<file path="src/design/sbr_consts.svh">
// Constants for the SDRAM bank, refresh and init controller
// What this block does
// - Noncached access within bus width: one command
// - Row hold uses commands without auto close
// - Row hold: same row skips row open
// - Each bank tracks its own open row
// - Row miss: close bank, wait, open, access
// - Write auto close: recovery plus close wait
// - Same row read at latency one: idle first
// - Any refresh marks all banks closed
// - Mode and enable bits choose auto or self
// - Selected clock: counter counts from current value
// - Counter match: request, repeat refreshes, clear counter
// - Auto refresh: close all, wait, refresh, recover
// - Close wait cycle when close wait two plus
// - Self entry: close all, wait, enter, no access
// - Clearing mode ends self, then recovery wait
// - Self refresh persists; reset clears it
// - Refresh waits for running bus cycle
// - Newer request replaces older pending one
// - Mode window write drives offset on address
// - Mode load: close, eight refreshes, load, idle
// - Burst length one, wide transfers split
// - Latency setting gives one to four cycles
`ifndef SBR_CONSTS_SVH
`define SBR_CONSTS_SVH
`define SBR_REG_PAGE 24'hF8FC00
`define SBR_MODE_PAGE 20'hF8FD5
`define SBR_OFF_CTRL 8'h00
`define SBR_OFF_TCTL 8'h04
`define SBR_OFF_COR 8'h08
`define SBR_OFF_CNT 8'h0C
`define SBR_OFF_WAIT 8'h10
`define SBR_OFF_STAT 8'h14
`define SBR_CTRL_HOLD 0
`define SBR_CTRL_MODE 1
`define SBR_CTRL_EN 2
`define SBR_CTRL_RST 3'h0
`define SBR_TCTL_RST 7'h00
`define SBR_WAIT_RST 8'h00
`define SBR_INIT_REFS 4'h8
`define SBR_AP_BIT 10
`define SBR_CMD_NOP 4'h7
`define SBR_CMD_ACT 4'h3
`define SBR_CMD_RD 4'h5
`define SBR_CMD_WR 4'h4
`define SBR_CMD_PRE 4'h2
`define SBR_CMD_REF 4'h1
`define SBR_CMD_MRS 4'h0
`endif

</file>
<file path="src/design/sbr_pkg.sv">
// Types shared by the SDRAM controller modules
package sbr_pkg;
  typedef enum logic [3:0] {
    ST_IDLE = 4'h0, ST_PRE = 4'h1, ST_PWAIT = 4'h2, ST_OPEN = 4'h3,
    ST_NOP = 4'h4, ST_CMD = 4'h5, ST_GAP = 4'h6, ST_RDW = 4'h7,
    ST_APW = 4'h8, ST_ALL_BANK_CLOSE_CMD = 4'h9, ST_PALLW = 4'hA, ST_REF = 4'hB,
    ST_RECW = 4'hC, ST_SELF = 4'hD, ST_MRS = 4'hE
  } sbr_state_t;
  typedef enum logic [1:0] {
    JOB_AUTO = 2'h0, JOB_SELF = 2'h1, JOB_INIT = 2'h2
  } sbr_job_t;
endpackage

</file>
<file path="src/design/sbr_if.sv">
// Links the controller with its bank table and refresh timer
`timescale 1ns/10ps
interface sbr_if #(parameter int NB = 4, parameter int RW = 13,
  parameter int TW = 8);
  logic [$clog2(NB)-1:0] bt_bank;
  logic [RW-1:0] bt_row;
  logic bt_set, bt_close, bt_close_all, bt_open, bt_hit;
  logic [2:0] refresh_clock_select;
  logic [TW-1:0] cor, cnt, cnt_wdata;
  logic cnt_wr, ref_ok, ref_take, ref_pend;
  modport ctrl (output bt_bank, bt_row, bt_set, bt_close, bt_close_all,
    refresh_clock_select, cor, cnt_wdata, cnt_wr, ref_ok, ref_take,
    input bt_open, bt_hit, cnt, ref_pend);
  modport bank (input bt_bank, bt_row, bt_set, bt_close, bt_close_all,
    output bt_open, bt_hit);
  modport tmr (input refresh_clock_select, cor, cnt_wdata, cnt_wr, ref_ok, ref_take,
    output cnt, ref_pend);
endinterface

</file>
<file path="src/design/sbr_bank_table.sv">
// Open row table, one entry per SDRAM bank
`timescale 1ns/10ps
module sbr_bank_table
  import sbr_pkg::*;
#(parameter int NB = 4, parameter int RW = 13)
(
  // Clock and reset
  input wire logic mclk,
  input wire logic nrst,
  // Controller side
  sbr_if.bank bif
);
  logic [NB-1:0] open_r, open_nxt;
  logic [RW-1:0] row_r [NB];
  logic [RW-1:0] row_nxt [NB];
  genvar g;
  generate
    for (g = 0; g < NB; g++)
    begin : g_bank
      always_comb
      begin
        open_nxt[g] = open_r[g];
        row_nxt[g] = row_r[g];
        if (bif.bt_close_all)
          open_nxt[g] = 1'b0;
        else if (bif.bt_bank == g && bif.bt_close)
          open_nxt[g] = 1'b0;
        else if (bif.bt_bank == g && bif.bt_set)
        begin
          open_nxt[g] = 1'b1;
          row_nxt[g] = bif.bt_row;
        end
      end
      always_ff @(posedge mclk or negedge nrst)
        if (!nrst)
        begin
          open_r[g] <= 1'b0;
          row_r[g] <= '0;
        end
        else
        begin
          open_r[g] <= open_nxt[g];
          row_r[g] <= row_nxt[g];
        end
    end
  endgenerate
  assign bif.bt_open = open_r[bif.bt_bank];
  assign bif.bt_hit = row_r[bif.bt_bank] == bif.bt_row;
endmodule

</file>
<file path="src/design/sbr_refresh_timer.sv">
// Refresh interval counter, compare and pending request
`timescale 1ns/10ps
module sbr_refresh_timer
  import sbr_pkg::*;
#(parameter int TW = 8)
(
  // Clock and reset
  input wire logic mclk,
  input wire logic nrst,
  // Controller side
  sbr_if.tmr tif
);
  logic [15:0] div_r, div_nxt, mask;
  logic [TW-1:0] cnt_r, cnt_nxt;
  logic pend_r, pend_nxt, tick, match;
  always_comb
  begin
    case (tif.refresh_clock_select)
      3'h1: mask = 16'h0003;
      3'h2: mask = 16'h000F;
      3'h3: mask = 16'h003F;
      3'h4: mask = 16'h00FF;
      3'h5: mask = 16'h03FF;
      3'h6: mask = 16'h0FFF;
      3'h7: mask = 16'h3FFF;
      default: mask = 16'h0000;
    endcase
    div_nxt = (tif.refresh_clock_select == 3'h0) ? 16'h0000 : div_r + 16'h0001;
    tick = (tif.refresh_clock_select != 3'h0) && ((div_r & mask) == mask);
    match = tick && (cnt_r == tif.cor);
    cnt_nxt = cnt_r;
    if (tif.cnt_wr)
      cnt_nxt = tif.cnt_wdata;
    else if (match)
      cnt_nxt = '0;
    else if (tick)
      cnt_nxt = cnt_r + 1'b1;
    // Only one request is kept; a new match stands in for an old one
    pend_nxt = tif.ref_ok && ((match) || (pend_r && !tif.ref_take));
  end
  always_ff @(posedge mclk or negedge nrst)
    if (!nrst)
    begin
      div_r <= 16'h0000;
      cnt_r <= '0;
      pend_r <= 1'b0;
    end
    else
    begin
      div_r <= div_nxt;
      cnt_r <= cnt_nxt;
      pend_r <= pend_nxt;
    end
  assign tif.cnt = cnt_r;
  assign tif.ref_pend = pend_r;
endmodule

</file>
<file path="src/design/sbr_ctrl.sv">
// SDRAM controller top: accesses, refresh, self refresh, mode load
//
// The implementer's own choices: the strobed register port and the address map.
`timescale 1ns/10ps
`include "sbr_consts.svh"
module sbr_ctrl
  import sbr_pkg::*;
#(
  parameter int NB = 4,
  parameter int RW = 13,
  parameter int CW = 10,
  parameter int DW = 32,
  parameter int TW = 8
)
(
  // Clock and reset
  input wire logic mclk,
  input wire logic nrst,
  // Register port
  input wire logic [31:0] reg_addr,
  input wire logic [31:0] reg_wdata,
  input wire logic reg_wr,
  input wire logic reg_rd,
  output logic [31:0] reg_rdata_r,
  // Access port from the bus masters
  input wire logic acc_req,
  input wire logic acc_we,
  input wire logic acc_cacheable,
  input wire logic [1:0] acc_size,
  input wire logic [$clog2(NB)-1:0] acc_bank,
  input wire logic [RW-1:0] acc_row,
  input wire logic [CW-1:0] acc_col,
  input wire logic [DW-1:0] acc_wdata,
  input wire logic [DW/8-1:0] acc_be,
  output logic acc_ack_r,
  output logic acc_rvalid_r,
  output logic [DW-1:0] acc_rdata_r,
  // SDRAM pins
  output logic [3:0] sd_cmd_n_r,
  output logic sd_cke_r,
  output logic [$clog2(NB)-1:0] sd_ba_r,
  output logic [RW-1:0] sd_addr_r,
  output logic [DW/8-1:0] sd_dqm_r,
  output logic [DW-1:0] sd_dq_out_r,
  output logic sd_dq_oe_r,
  input wire logic [DW-1:0] sd_dq_in
);
  localparam logic [4:0] BPW = 5'(DW / 8);
  sbr_if #(.NB(NB), .RW(RW), .TW(TW)) lnk ();
  sbr_bank_table #(.NB(NB), .RW(RW)) u_bank (
    .mclk(mclk),
    .nrst(nrst),
    .bif(lnk.bank)
  );
  sbr_refresh_timer #(.TW(TW)) u_tmr (
    .mclk(mclk),
    .nrst(nrst),
    .tif(lnk.tmr)
  );

  logic [2:0] ctrl_r, ctrl_nxt;
  logic [6:0] tctl_r, tctl_nxt;
  logic [TW-1:0] cor_r, cor_nxt;
  logic [7:0] wait_r, wait_nxt;
  logic [31:0] rdata_nxt;
  logic reg_page, mode_hit, mset, mtake, mpend_r, mpend_nxt;
  logic [11:0] mval_r, mval_nxt;
  logic hold, self_want;

  assign reg_page = reg_addr[31:8] == `SBR_REG_PAGE;
  assign mode_hit = reg_wr && reg_addr[31:12] == `SBR_MODE_PAGE;
  assign hold = ctrl_r[`SBR_CTRL_HOLD];
  assign self_want = ctrl_r[`SBR_CTRL_MODE] && ctrl_r[`SBR_CTRL_EN];
  assign lnk.refresh_clock_select = tctl_r[2:0];
  assign lnk.cor = cor_r;
  assign lnk.cnt_wdata = reg_wdata[TW-1:0];
  assign lnk.cnt_wr = reg_wr && reg_page && reg_addr[7:0] == `SBR_OFF_CNT;
  assign lnk.ref_ok = ctrl_r[`SBR_CTRL_EN]
    && !ctrl_r[`SBR_CTRL_MODE];

  sbr_state_t state_r, state_nxt;
  sbr_job_t job_r, job_nxt;
  logic [2:0] wcnt_r, wcnt_nxt;
  logic [3:0] left_r, left_nxt, beat_r, beat_nxt, nbeats, ibeat;
  logic [3:0] cmd_nxt;
  logic cke_nxt, oe_nxt, ack_nxt, last_r, last_nxt;
  logic [$clog2(NB)-1:0] ba_nxt;
  logic [RW-1:0] addr_nxt;
  logic [DW/8-1:0] dqm_nxt;
  logic [DW-1:0] dout_nxt;
  logic go_cmd, go_open, go_all_bank_close_cmd, post_all_bank_close_cmd, go_ref, ilast;
  logic rd_issue, bt_set, bt_close, bt_close_all, ref_take;
  logic [4:0] acc_bytes;
  logic [2:0] pwc, apw;
  logic pw2;
  logic [1:0] cl;
  logic [3:0] pv_r, pv_nxt, pl_r, pl_nxt;
  logic rv_nxt;
  logic [DW-1:0] rdat_nxt;

  assign lnk.bt_bank = acc_bank;
  assign lnk.bt_row = acc_row;
  assign lnk.bt_set = bt_set;
  assign lnk.bt_close = bt_close;
  assign lnk.bt_close_all = bt_close_all;
  assign lnk.ref_take = ref_take;
  assign cl = wait_r[5:4];
  assign pw2 = wait_r[1:0] >= 2'h2;
  assign pwc = {1'b0, wait_r[1:0]} - 3'h2;

  // Register file and mode window
  always_comb
  begin
    ctrl_nxt = ctrl_r;
    tctl_nxt = tctl_r;
    cor_nxt = cor_r;
    wait_nxt = wait_r;
    rdata_nxt = 32'h0000_0000;
    mset = mode_hit;
    mval_nxt = mode_hit ? reg_addr[11:0] : mval_r;
    mpend_nxt = mset || (mpend_r && !mtake);
    if (reg_wr && reg_page)
      case (reg_addr[7:0])
        `SBR_OFF_CTRL: ctrl_nxt = reg_wdata[2:0];
        `SBR_OFF_TCTL: tctl_nxt = reg_wdata[6:0];
        `SBR_OFF_COR: cor_nxt = reg_wdata[TW-1:0];
        `SBR_OFF_WAIT: wait_nxt = reg_wdata[7:0];
        default: ;
      endcase
    if (reg_rd && reg_page)
      case (reg_addr[7:0])
        `SBR_OFF_CTRL: rdata_nxt = 32'(ctrl_r);
        `SBR_OFF_TCTL: rdata_nxt = 32'(tctl_r);
        `SBR_OFF_COR: rdata_nxt = 32'(cor_r);
        `SBR_OFF_CNT: rdata_nxt = 32'(lnk.cnt);
        `SBR_OFF_WAIT: rdata_nxt = 32'(wait_r);
        `SBR_OFF_STAT: rdata_nxt = 32'({mpend_r, state_r != ST_IDLE,
          lnk.ref_pend, state_r == ST_SELF});
        default: rdata_nxt = 32'h0000_0000;
      endcase
  end
  always_ff @(posedge mclk or negedge nrst)
    if (!nrst)
    begin
      ctrl_r <= `SBR_CTRL_RST;
      tctl_r <= `SBR_TCTL_RST;
      cor_r <= '0;
      wait_r <= `SBR_WAIT_RST;
      reg_rdata_r <= 32'h0000_0000;
      mpend_r <= 1'b0;
      mval_r <= 12'h000;
    end
    else
    begin
      ctrl_r <= ctrl_nxt;
      tctl_r <= tctl_nxt;
      cor_r <= cor_nxt;
      wait_r <= wait_nxt;
      reg_rdata_r <= rdata_nxt;
      mpend_r <= mpend_nxt;
      mval_r <= mval_nxt;
    end

  // Beats per access
  always_comb
  begin
    acc_bytes = 5'h10;
    if (!acc_cacheable && acc_size != 2'h3)
      acc_bytes = 5'(1 << acc_size);
    nbeats = (acc_bytes <= BPW) ? 4'h1 : 4'(acc_bytes / BPW);
    ibeat = (state_r == ST_CMD || state_r == ST_GAP) ? beat_r + 4'h1
      : 4'h0;
    ilast = ibeat == nbeats - 4'h1;
    apw = {1'b0, wait_r[7:6]} + {1'b0, wait_r[1:0]};
  end

  // Command sequencer
  always_comb
  begin
    state_nxt = state_r;
    job_nxt = job_r;
    wcnt_nxt = wcnt_r;
    left_nxt = left_r;
    beat_nxt = beat_r;
    last_nxt = last_r;
    cmd_nxt = `SBR_CMD_NOP;
    cke_nxt = sd_cke_r;
    ba_nxt = sd_ba_r;
    addr_nxt = sd_addr_r;
    dqm_nxt = sd_dqm_r;
    dout_nxt = sd_dq_out_r;
    oe_nxt = 1'b0;
    ack_nxt = pv_r[0] && pl_r[0];
    {go_cmd, go_open, go_all_bank_close_cmd, post_all_bank_close_cmd, go_ref} = 5'h00;
    {rd_issue, bt_set, bt_close, bt_close_all} = 4'h0;
    ref_take = 1'b0;
    mtake = 1'b0;
    case (state_r)
      ST_IDLE:
        if (mpend_r)
        begin
          job_nxt = JOB_INIT;
          left_nxt = `SBR_INIT_REFS;
          mtake = 1'b1;
          go_all_bank_close_cmd = 1'b1;
        end
        else if (self_want)
        begin
          job_nxt = JOB_SELF;
          left_nxt = 4'h0;
          go_all_bank_close_cmd = 1'b1;
        end
        else if (lnk.ref_pend && lnk.ref_ok)
        begin
          job_nxt = JOB_AUTO;
          left_nxt = {1'b0, tctl_r[6:4]} + 4'h1;
          ref_take = 1'b1;
          go_all_bank_close_cmd = 1'b1;
        end
        else if (acc_req)
        begin
          if (lnk.bt_open && hold && lnk.bt_hit)
          begin
            if (!acc_we && cl == 2'h0)
              state_nxt = ST_NOP;
            else
              go_cmd = 1'b1;
          end
          else if (lnk.bt_open)
          begin
            state_nxt = ST_PRE;
            cmd_nxt = `SBR_CMD_PRE;
            ba_nxt = acc_bank;
            addr_nxt[`SBR_AP_BIT] = 1'b0;
            bt_close = 1'b1;
          end
          else
            go_open = 1'b1;
        end
      ST_PRE:
        if (pw2)
        begin
          state_nxt = ST_PWAIT;
          wcnt_nxt = pwc;
        end
        else
          go_open = 1'b1;
      ST_PWAIT:
        if (wcnt_r == 3'h0)
          go_open = 1'b1;
        else
          wcnt_nxt = wcnt_r - 3'h1;
      ST_OPEN, ST_NOP, ST_GAP:
        go_cmd = 1'b1;
      ST_CMD:
        if (!last_r)
        begin
          if (acc_we)
            state_nxt = ST_GAP;
          else
            go_cmd = 1'b1;
        end
        else if (acc_we && sd_addr_r[`SBR_AP_BIT] && apw != 3'h0)
        begin
          state_nxt = ST_APW;
          wcnt_nxt = apw - 3'h1;
        end
        else
          state_nxt = acc_we ? ST_IDLE : ST_RDW;
      ST_RDW:
        if (acc_ack_r)
        begin
          if (sd_addr_r[`SBR_AP_BIT] && wait_r[1:0] != 2'h0)
          begin
            state_nxt = ST_APW;
            wcnt_nxt = {1'b0, wait_r[1:0]} - 3'h1;
          end
          else
            state_nxt = ST_IDLE;
        end
      ST_APW:
        if (wcnt_r == 3'h0)
          state_nxt = ST_IDLE;
        else
          wcnt_nxt = wcnt_r - 3'h1;
      ST_ALL_BANK_CLOSE_CMD:
        if (pw2)
        begin
          state_nxt = ST_PALLW;
          wcnt_nxt = pwc;
        end
        else
          post_all_bank_close_cmd = 1'b1;
      ST_PALLW:
        if (wcnt_r == 3'h0)
          post_all_bank_close_cmd = 1'b1;
        else
          wcnt_nxt = wcnt_r - 3'h1;
      ST_REF:
      begin
        state_nxt = ST_RECW;
        wcnt_nxt = {1'b0, wait_r[3:2]};
      end
      ST_RECW:
        if (wcnt_r != 3'h0)
          wcnt_nxt = wcnt_r - 3'h1;
        else if (left_r != 4'h0)
          go_ref = 1'b1;
        else if (job_r == JOB_INIT)
        begin
          state_nxt = ST_MRS;
          cmd_nxt = `SBR_CMD_MRS;
          ba_nxt = '0;
          addr_nxt = RW'(mval_r);
        end
        else
          state_nxt = ST_IDLE;
      ST_SELF:
        if (!self_want)
        begin
          cke_nxt = 1'b1;
          state_nxt = ST_RECW;
          wcnt_nxt = {1'b0, wait_r[3:2]};
        end
      ST_MRS:
        state_nxt = ST_IDLE;
      default:
        state_nxt = ST_IDLE;
    endcase
    if (go_all_bank_close_cmd)
    begin
      state_nxt = ST_ALL_BANK_CLOSE_CMD;
      cmd_nxt = `SBR_CMD_PRE;
      addr_nxt[`SBR_AP_BIT] = 1'b1;
      bt_close_all = 1'b1;
    end
    if (post_all_bank_close_cmd && job_r == JOB_SELF)
    begin
      state_nxt = ST_SELF;
      cmd_nxt = `SBR_CMD_REF;
      cke_nxt = 1'b0;
    end
    else if (post_all_bank_close_cmd)
      go_ref = 1'b1;
    if (go_ref)
    begin
      state_nxt = ST_REF;
      cmd_nxt = `SBR_CMD_REF;
      left_nxt = left_r - 4'h1;
    end
    if (go_open)
    begin
      state_nxt = ST_OPEN;
      cmd_nxt = `SBR_CMD_ACT;
      ba_nxt = acc_bank;
      addr_nxt = acc_row;
      bt_set = hold;
    end
    if (go_cmd)
    begin
      state_nxt = ST_CMD;
      cmd_nxt = acc_we ? `SBR_CMD_WR : `SBR_CMD_RD;
      ba_nxt = acc_bank;
      addr_nxt = RW'(acc_col + CW'(ibeat));
      addr_nxt[`SBR_AP_BIT] = !hold && ilast;
      beat_nxt = ibeat;
      last_nxt = ilast;
      dqm_nxt = ~acc_be;
      dout_nxt = acc_wdata;
      oe_nxt = acc_we;
      rd_issue = !acc_we;
      ack_nxt = ack_nxt || (acc_we && ilast);
    end
  end
  always_ff @(posedge mclk or negedge nrst)
    if (!nrst)
    begin
      state_r <= ST_IDLE;
      job_r <= JOB_AUTO;
      wcnt_r <= 3'h0;
      left_r <= 4'h0;
      beat_r <= 4'h0;
      last_r <= 1'b0;
      sd_cmd_n_r <= `SBR_CMD_NOP;
      sd_cke_r <= 1'b1;
      sd_ba_r <= '0;
      sd_addr_r <= '0;
      sd_dqm_r <= '1;
      sd_dq_out_r <= '0;
      sd_dq_oe_r <= 1'b0;
      acc_ack_r <= 1'b0;
    end
    else
    begin
      state_r <= state_nxt;
      job_r <= job_nxt;
      wcnt_r <= wcnt_nxt;
      left_r <= left_nxt;
      beat_r <= beat_nxt;
      last_r <= last_nxt;
      sd_cmd_n_r <= cmd_nxt;
      sd_cke_r <= cke_nxt;
      sd_ba_r <= ba_nxt;
      sd_addr_r <= addr_nxt;
      sd_dqm_r <= dqm_nxt;
      sd_dq_out_r <= dout_nxt;
      sd_dq_oe_r <= oe_nxt;
      acc_ack_r <= ack_nxt;
    end

  // Read data latch, delayed by the latency setting
  always_comb
  begin
    pv_nxt = pv_r >> 1;
    pl_nxt = pl_r >> 1;
    if (rd_issue)
    begin
      pv_nxt[cl] = 1'b1;
      pl_nxt[cl] = ilast;
    end
    rv_nxt = pv_r[0];
    rdat_nxt = pv_r[0] ? sd_dq_in : acc_rdata_r;
  end
  always_ff @(posedge mclk or negedge nrst)
    if (!nrst)
    begin
      pv_r <= 4'h0;
      pl_r <= 4'h0;
      acc_rvalid_r <= 1'b0;
      acc_rdata_r <= '0;
    end
    else
    begin
      pv_r <= pv_nxt;
      pl_r <= pl_nxt;
      acc_rvalid_r <= rv_nxt;
      acc_rdata_r <= rdat_nxt;
    end
endmodule

</file>
<file path="config.mk">
export PLATFORM = sky130hd
export DESIGN_NAME = sbr_ctrl
export DESIGN_NICKNAME = d
export VERILOG_FILES = /design/src/design/sbr_pkg.sv /design/src/design/sbr_if.sv /design/src/design/sbr_bank_table.sv /design/src/design/sbr_refresh_timer.sv /design/src/design/sbr_ctrl.sv
export VERILOG_INCLUDE_DIRS = /design/src /design/src/design
export SDC_FILE = /design/constraint.sdc
export NUM_CORES = 1
export LEC_CHECK = 0
export BUFFER_PORTS_ARGS = -buffer_cell sky130_fd_sc_hd__buf_2
export CORE_AREA = 2 2 158 160
export CTS_BUF_LIST = sky130_fd_sc_hd__clkbuf_8
export DETAILED_ROUTE_END_ITERATION = 10
export DIE_AREA = 0 0 160 162
export PLACE_DENSITY = 0.78
export SLEW_MARGIN = 10
export SYNTH_ARGS = -nofsm -noshare
export SYNTH_HDL_FRONTEND = slang
export SYNTH_SLANG_ARGS = --single-unit
</file>
<file path="constraint.sdc">
create_clock -name mclk -period 3.2 [get_ports mclk]
set_input_delay 0.32 -clock mclk [delete_from_list [all_inputs] [get_ports mclk]]
set_output_delay 0.32 -clock mclk [all_outputs]
set_load 0.01 [all_outputs]
</file>
==> impl_results.md <==
* Total grt overflow at 0
* Multi-input logic area at 5440 sq um
* DR WL/cell at 18.7 um
* Number of global-route vias before repair at 9973
* Register area at 6070 sq um
* Worst skew pair latency at 0.54 ns
* Sw Share at 36.8%
* Static leakage at 0.00730 uW
* Port bufs at 239
* CP endpoint kind: register
* Final ANT Viol Nets at 0
* First-pass GRT wire length at 52600 um
* Slew Viols, Final at 0
* CP cell instances: ha_1, nand2_1, inv_1, ha_1, a21o_1, a21oi_1, nor2b_1, o21ai_0, nor2_1, xor2_1, o22ai_1, o2bb2ai_1
* Critical path fanouts, max at 6
* Final worst path period need at 2.90 ns
* Post-DP HPWL at 23400 um
* Number of CTS-inserted buffers at 41
* CP max stage delay at 0.43 ns
* Unique cell type count in the Yosys netlist at 72
* # placed instances at 1650
* Root buf cell: clkbuf_8
* Cell area after synthesis at 11900 sq um
* Chip Width at 160 um
* Top-area cell type share of the netlist area at 49.2%
* Seq/Total Area, Yosys at 51.0%
* Max VDD drop at 0.000408 V
* Max frequency at 345 MHz
* IO Count at 289
* Clk sinks at 242
* Die area at 25900 sq um
* Yosys Warn Count at 0
* Setup slack, reg-to-reg at 0.30 ns
* Worst slew pin tran at 0.849 ns
* Worst Hold Class: in2reg
* Total net switching power at 4020 uW
* Drc violations at 0
* Die height at 162 um
* Final Util at 61.4%
* Mean Syn Cell Area at 10.8 sq um
* Number of enable flip-flop cells after synthesis at 0
* Fin Clk Skew at 0.0167 ns
* Slowest cell on crit path: dfrtp_1
* Largest cells by area after synthesis: dfrtp_1 (49%), mux2_2 (11%), nand2_1 (5.1%)
* Final Setup Violations at 0
* Via count at 9780
* CP dominant cell by count: ha_1
* GPL Wtd Cong at 0.903
* Asr flop ratio synth at 100%
* Fillers at 1926
* DRT Pass-1 Iters at 6
* CTS max path bufs at 3
* Top FF cell, synth: dfrtp_1
* Yosys top cell by area: dfrtp_1
* Post-synthesis register bit count at 242
* Status: finished clean
* Internal power at 6890 uW
* Nets at 1595
* Worst EP required at 3.60 ns
* Reg clk slew, reported paths at 0.06 ns
* Core ar. at 24100 sq um
* RSZ-0062 raised after global routing: no
* Synth-to-layout area growth at 24.4%
* Final Hold Fails at 0
* TritonCTS clock tree: built
* Relative slew slack at 43.0%
* Sequential fraction of design power at 37.8%
* Final setup TNS at 0 ns
* CP top delay family: compound AO/OA/AOI/OAI gates
* Final period util at 90.6%
* Worst setup SP type: register
* Initial Util at 49.4%
* Maxcap violations at 0
* Clock power share at 24.6%
* Largest net degree at the start of global routing at 80
* Vias per Instance at 5.53
* CP arrival at 3.30 ns
* Post-Route WL at 33100 um
* Combinational share of power at 37.6%
* Share of layout cells above drive strength 1 at 33.7%
* Gate Count Post-Synth at 1100
* Initial DRC Count at 934
* Critical path type: reg2reg
* Crit path buffers/inverters at 1
* All-Layer GR Usage at 25.6%
* Site row count at 57
* Initial antenna violation count at 3
* H-tree level count at 2
* Finished Layout Cells at 1770
* PD cells at 737 nW/um^2
metrics by stage:
| stage | worst slack (ns) | cell area (sq um) | hold slack, ns | power (uW) |
|---|---|---|---|---|
| 6_report | 0.302 | 14800 | 0.0244 | 10900 |
| 5_1_grt | 0.0854 | 14800 | 0.0131 | 11600 |
| 4_1_cts | 0.331 | 14800 | 0.000718 | 10900 |
| 3_5_place_dp | 0.154 | 13500 | 0.338 | 8160 |
| 3_3_place_gp | 0.171 | 13500 | 0.336 | 8060 |
| 2_1_floorplan | 0.550 | 12000 | 0.0244 | 6600 |
cell usage after synthesis (10+ instances only):
master / number
dfrtp_1: 234
ha_1: 11
nor2_1: 61
nand2b_1: 18
nand4_1: 17
o21ai_0: 34
mux2i_1: 14
nand2_1: 162
xor2_1: 17
nor2b_1: 12
buf_2: 10
buf_4: 27
inv_1: 23
nor3_1: 15
a21oi_1: 45
clkbuf_1: 31
xnor2_1: 23
or3_1: 10
mux2_2: 120
nand3_1: 26
and3_1: 14
path summary, 6_finish.rpt:
check	start	endpoint	depth (start not counted)
max in group asynchronous	nrst	sd_dqm_r[2]	3
worst max register to register	beat_r[0]	sd_addr_r[9]	12
worst min-delay path	sd_dq_in[14]	acc_rdata_r[14]	2
worst max-delay path	beat_r[0]	sd_addr_r[9]	12
worst min register to register	pv_r[1]	pv_r[0]	1
min in group asynchronous	nrst	u_bank.row_r[21]	2
cell usage in the layout (no fill, tap or decap), types with 23 or more instances in the layout:
master / Yosys / final
dfrtp_1: 234 / 234
buf_2: 10 / 238
dlygate4sd3_1: 0 / 47
nand3_1: 26 / 26
inv_1: 23 / 37
xnor2_1: 23 / 23
o21ai_0: 34 / 34
clkbuf_8: 0 / 49
buf_4: 27 / 36
conb_1: 1 / 25
nor2_1: 61 / 61
mux2_2: 120 / 120
nand2_1: 162 / 162
a21oi_1: 45 / 45
metal layers:
metal / track usage, % / vias up / part of all wire (%)
met3: 6.82 / 99 / 8.6
met1: 31.6 / 4713 / 40
met5: 0 / - / 0.036
met2: 42.5 / 450 / 47
li1: - / 4516 / -
met4: 11.9 / 2 / 4.3
state kept, by name, summed over array words and instances (netlist names), 7 cells and up:
signal	cells
mval_r	12
u_bank.row_r	52
u_tmr.tif.cnt	8
sd_dq_out_r	32
tctl_r	7
u_tmr.div_r	14
reg_rdata_r	8
wait_r	8
cor_r	8
acc_rdata_r	32
sd_addr_r	13
final cells by class:
class | instances | share of cell area (%)
sequential | 242 | 41.0
multi-input combinational | 783 | 36.7
tap | 324 | 2.74
clock buffer | 49 | 4.56
antenna | 2 | 0.0338
inverter | 23 | 0.583
timing repair buffer | 325 | 13.6
clock inverter | 22 | 0.795
timing repair:
action | in CTS | in global routing
endpoints found under the hold margin | 119 | 0
hold buffers | 47 | 0
setup buffers | 0 | 0
gates resized for setup | 0 | 0
power by group through the flow:
stage               Combinational, uW  Clock [uW]  Sequential, uW
global route                     4490        2900            4200
finish                           4110        2680            4120
detailed placement               4010           0            4150
CTS                              4070        2760            4110
floorplan                        2200           0            4400
global placement                 3920           0            4130
kinds of logic (layout without fill, tap and decap cells):
logic type,after synthesis,in the layout,share of synthesized area [%]
buf+inv,99,419,4.14
compound gates,188,188,10.7
xor+xnor,43,43,3.36
flops,242,242,51.0
mux,145,145,14.6
simple gates,368,368,14.6
fa+ha+maj,14,14,1.58
other cells,1,27,0.0315
No activity file was read; power rests on OpenSTA's default activity.
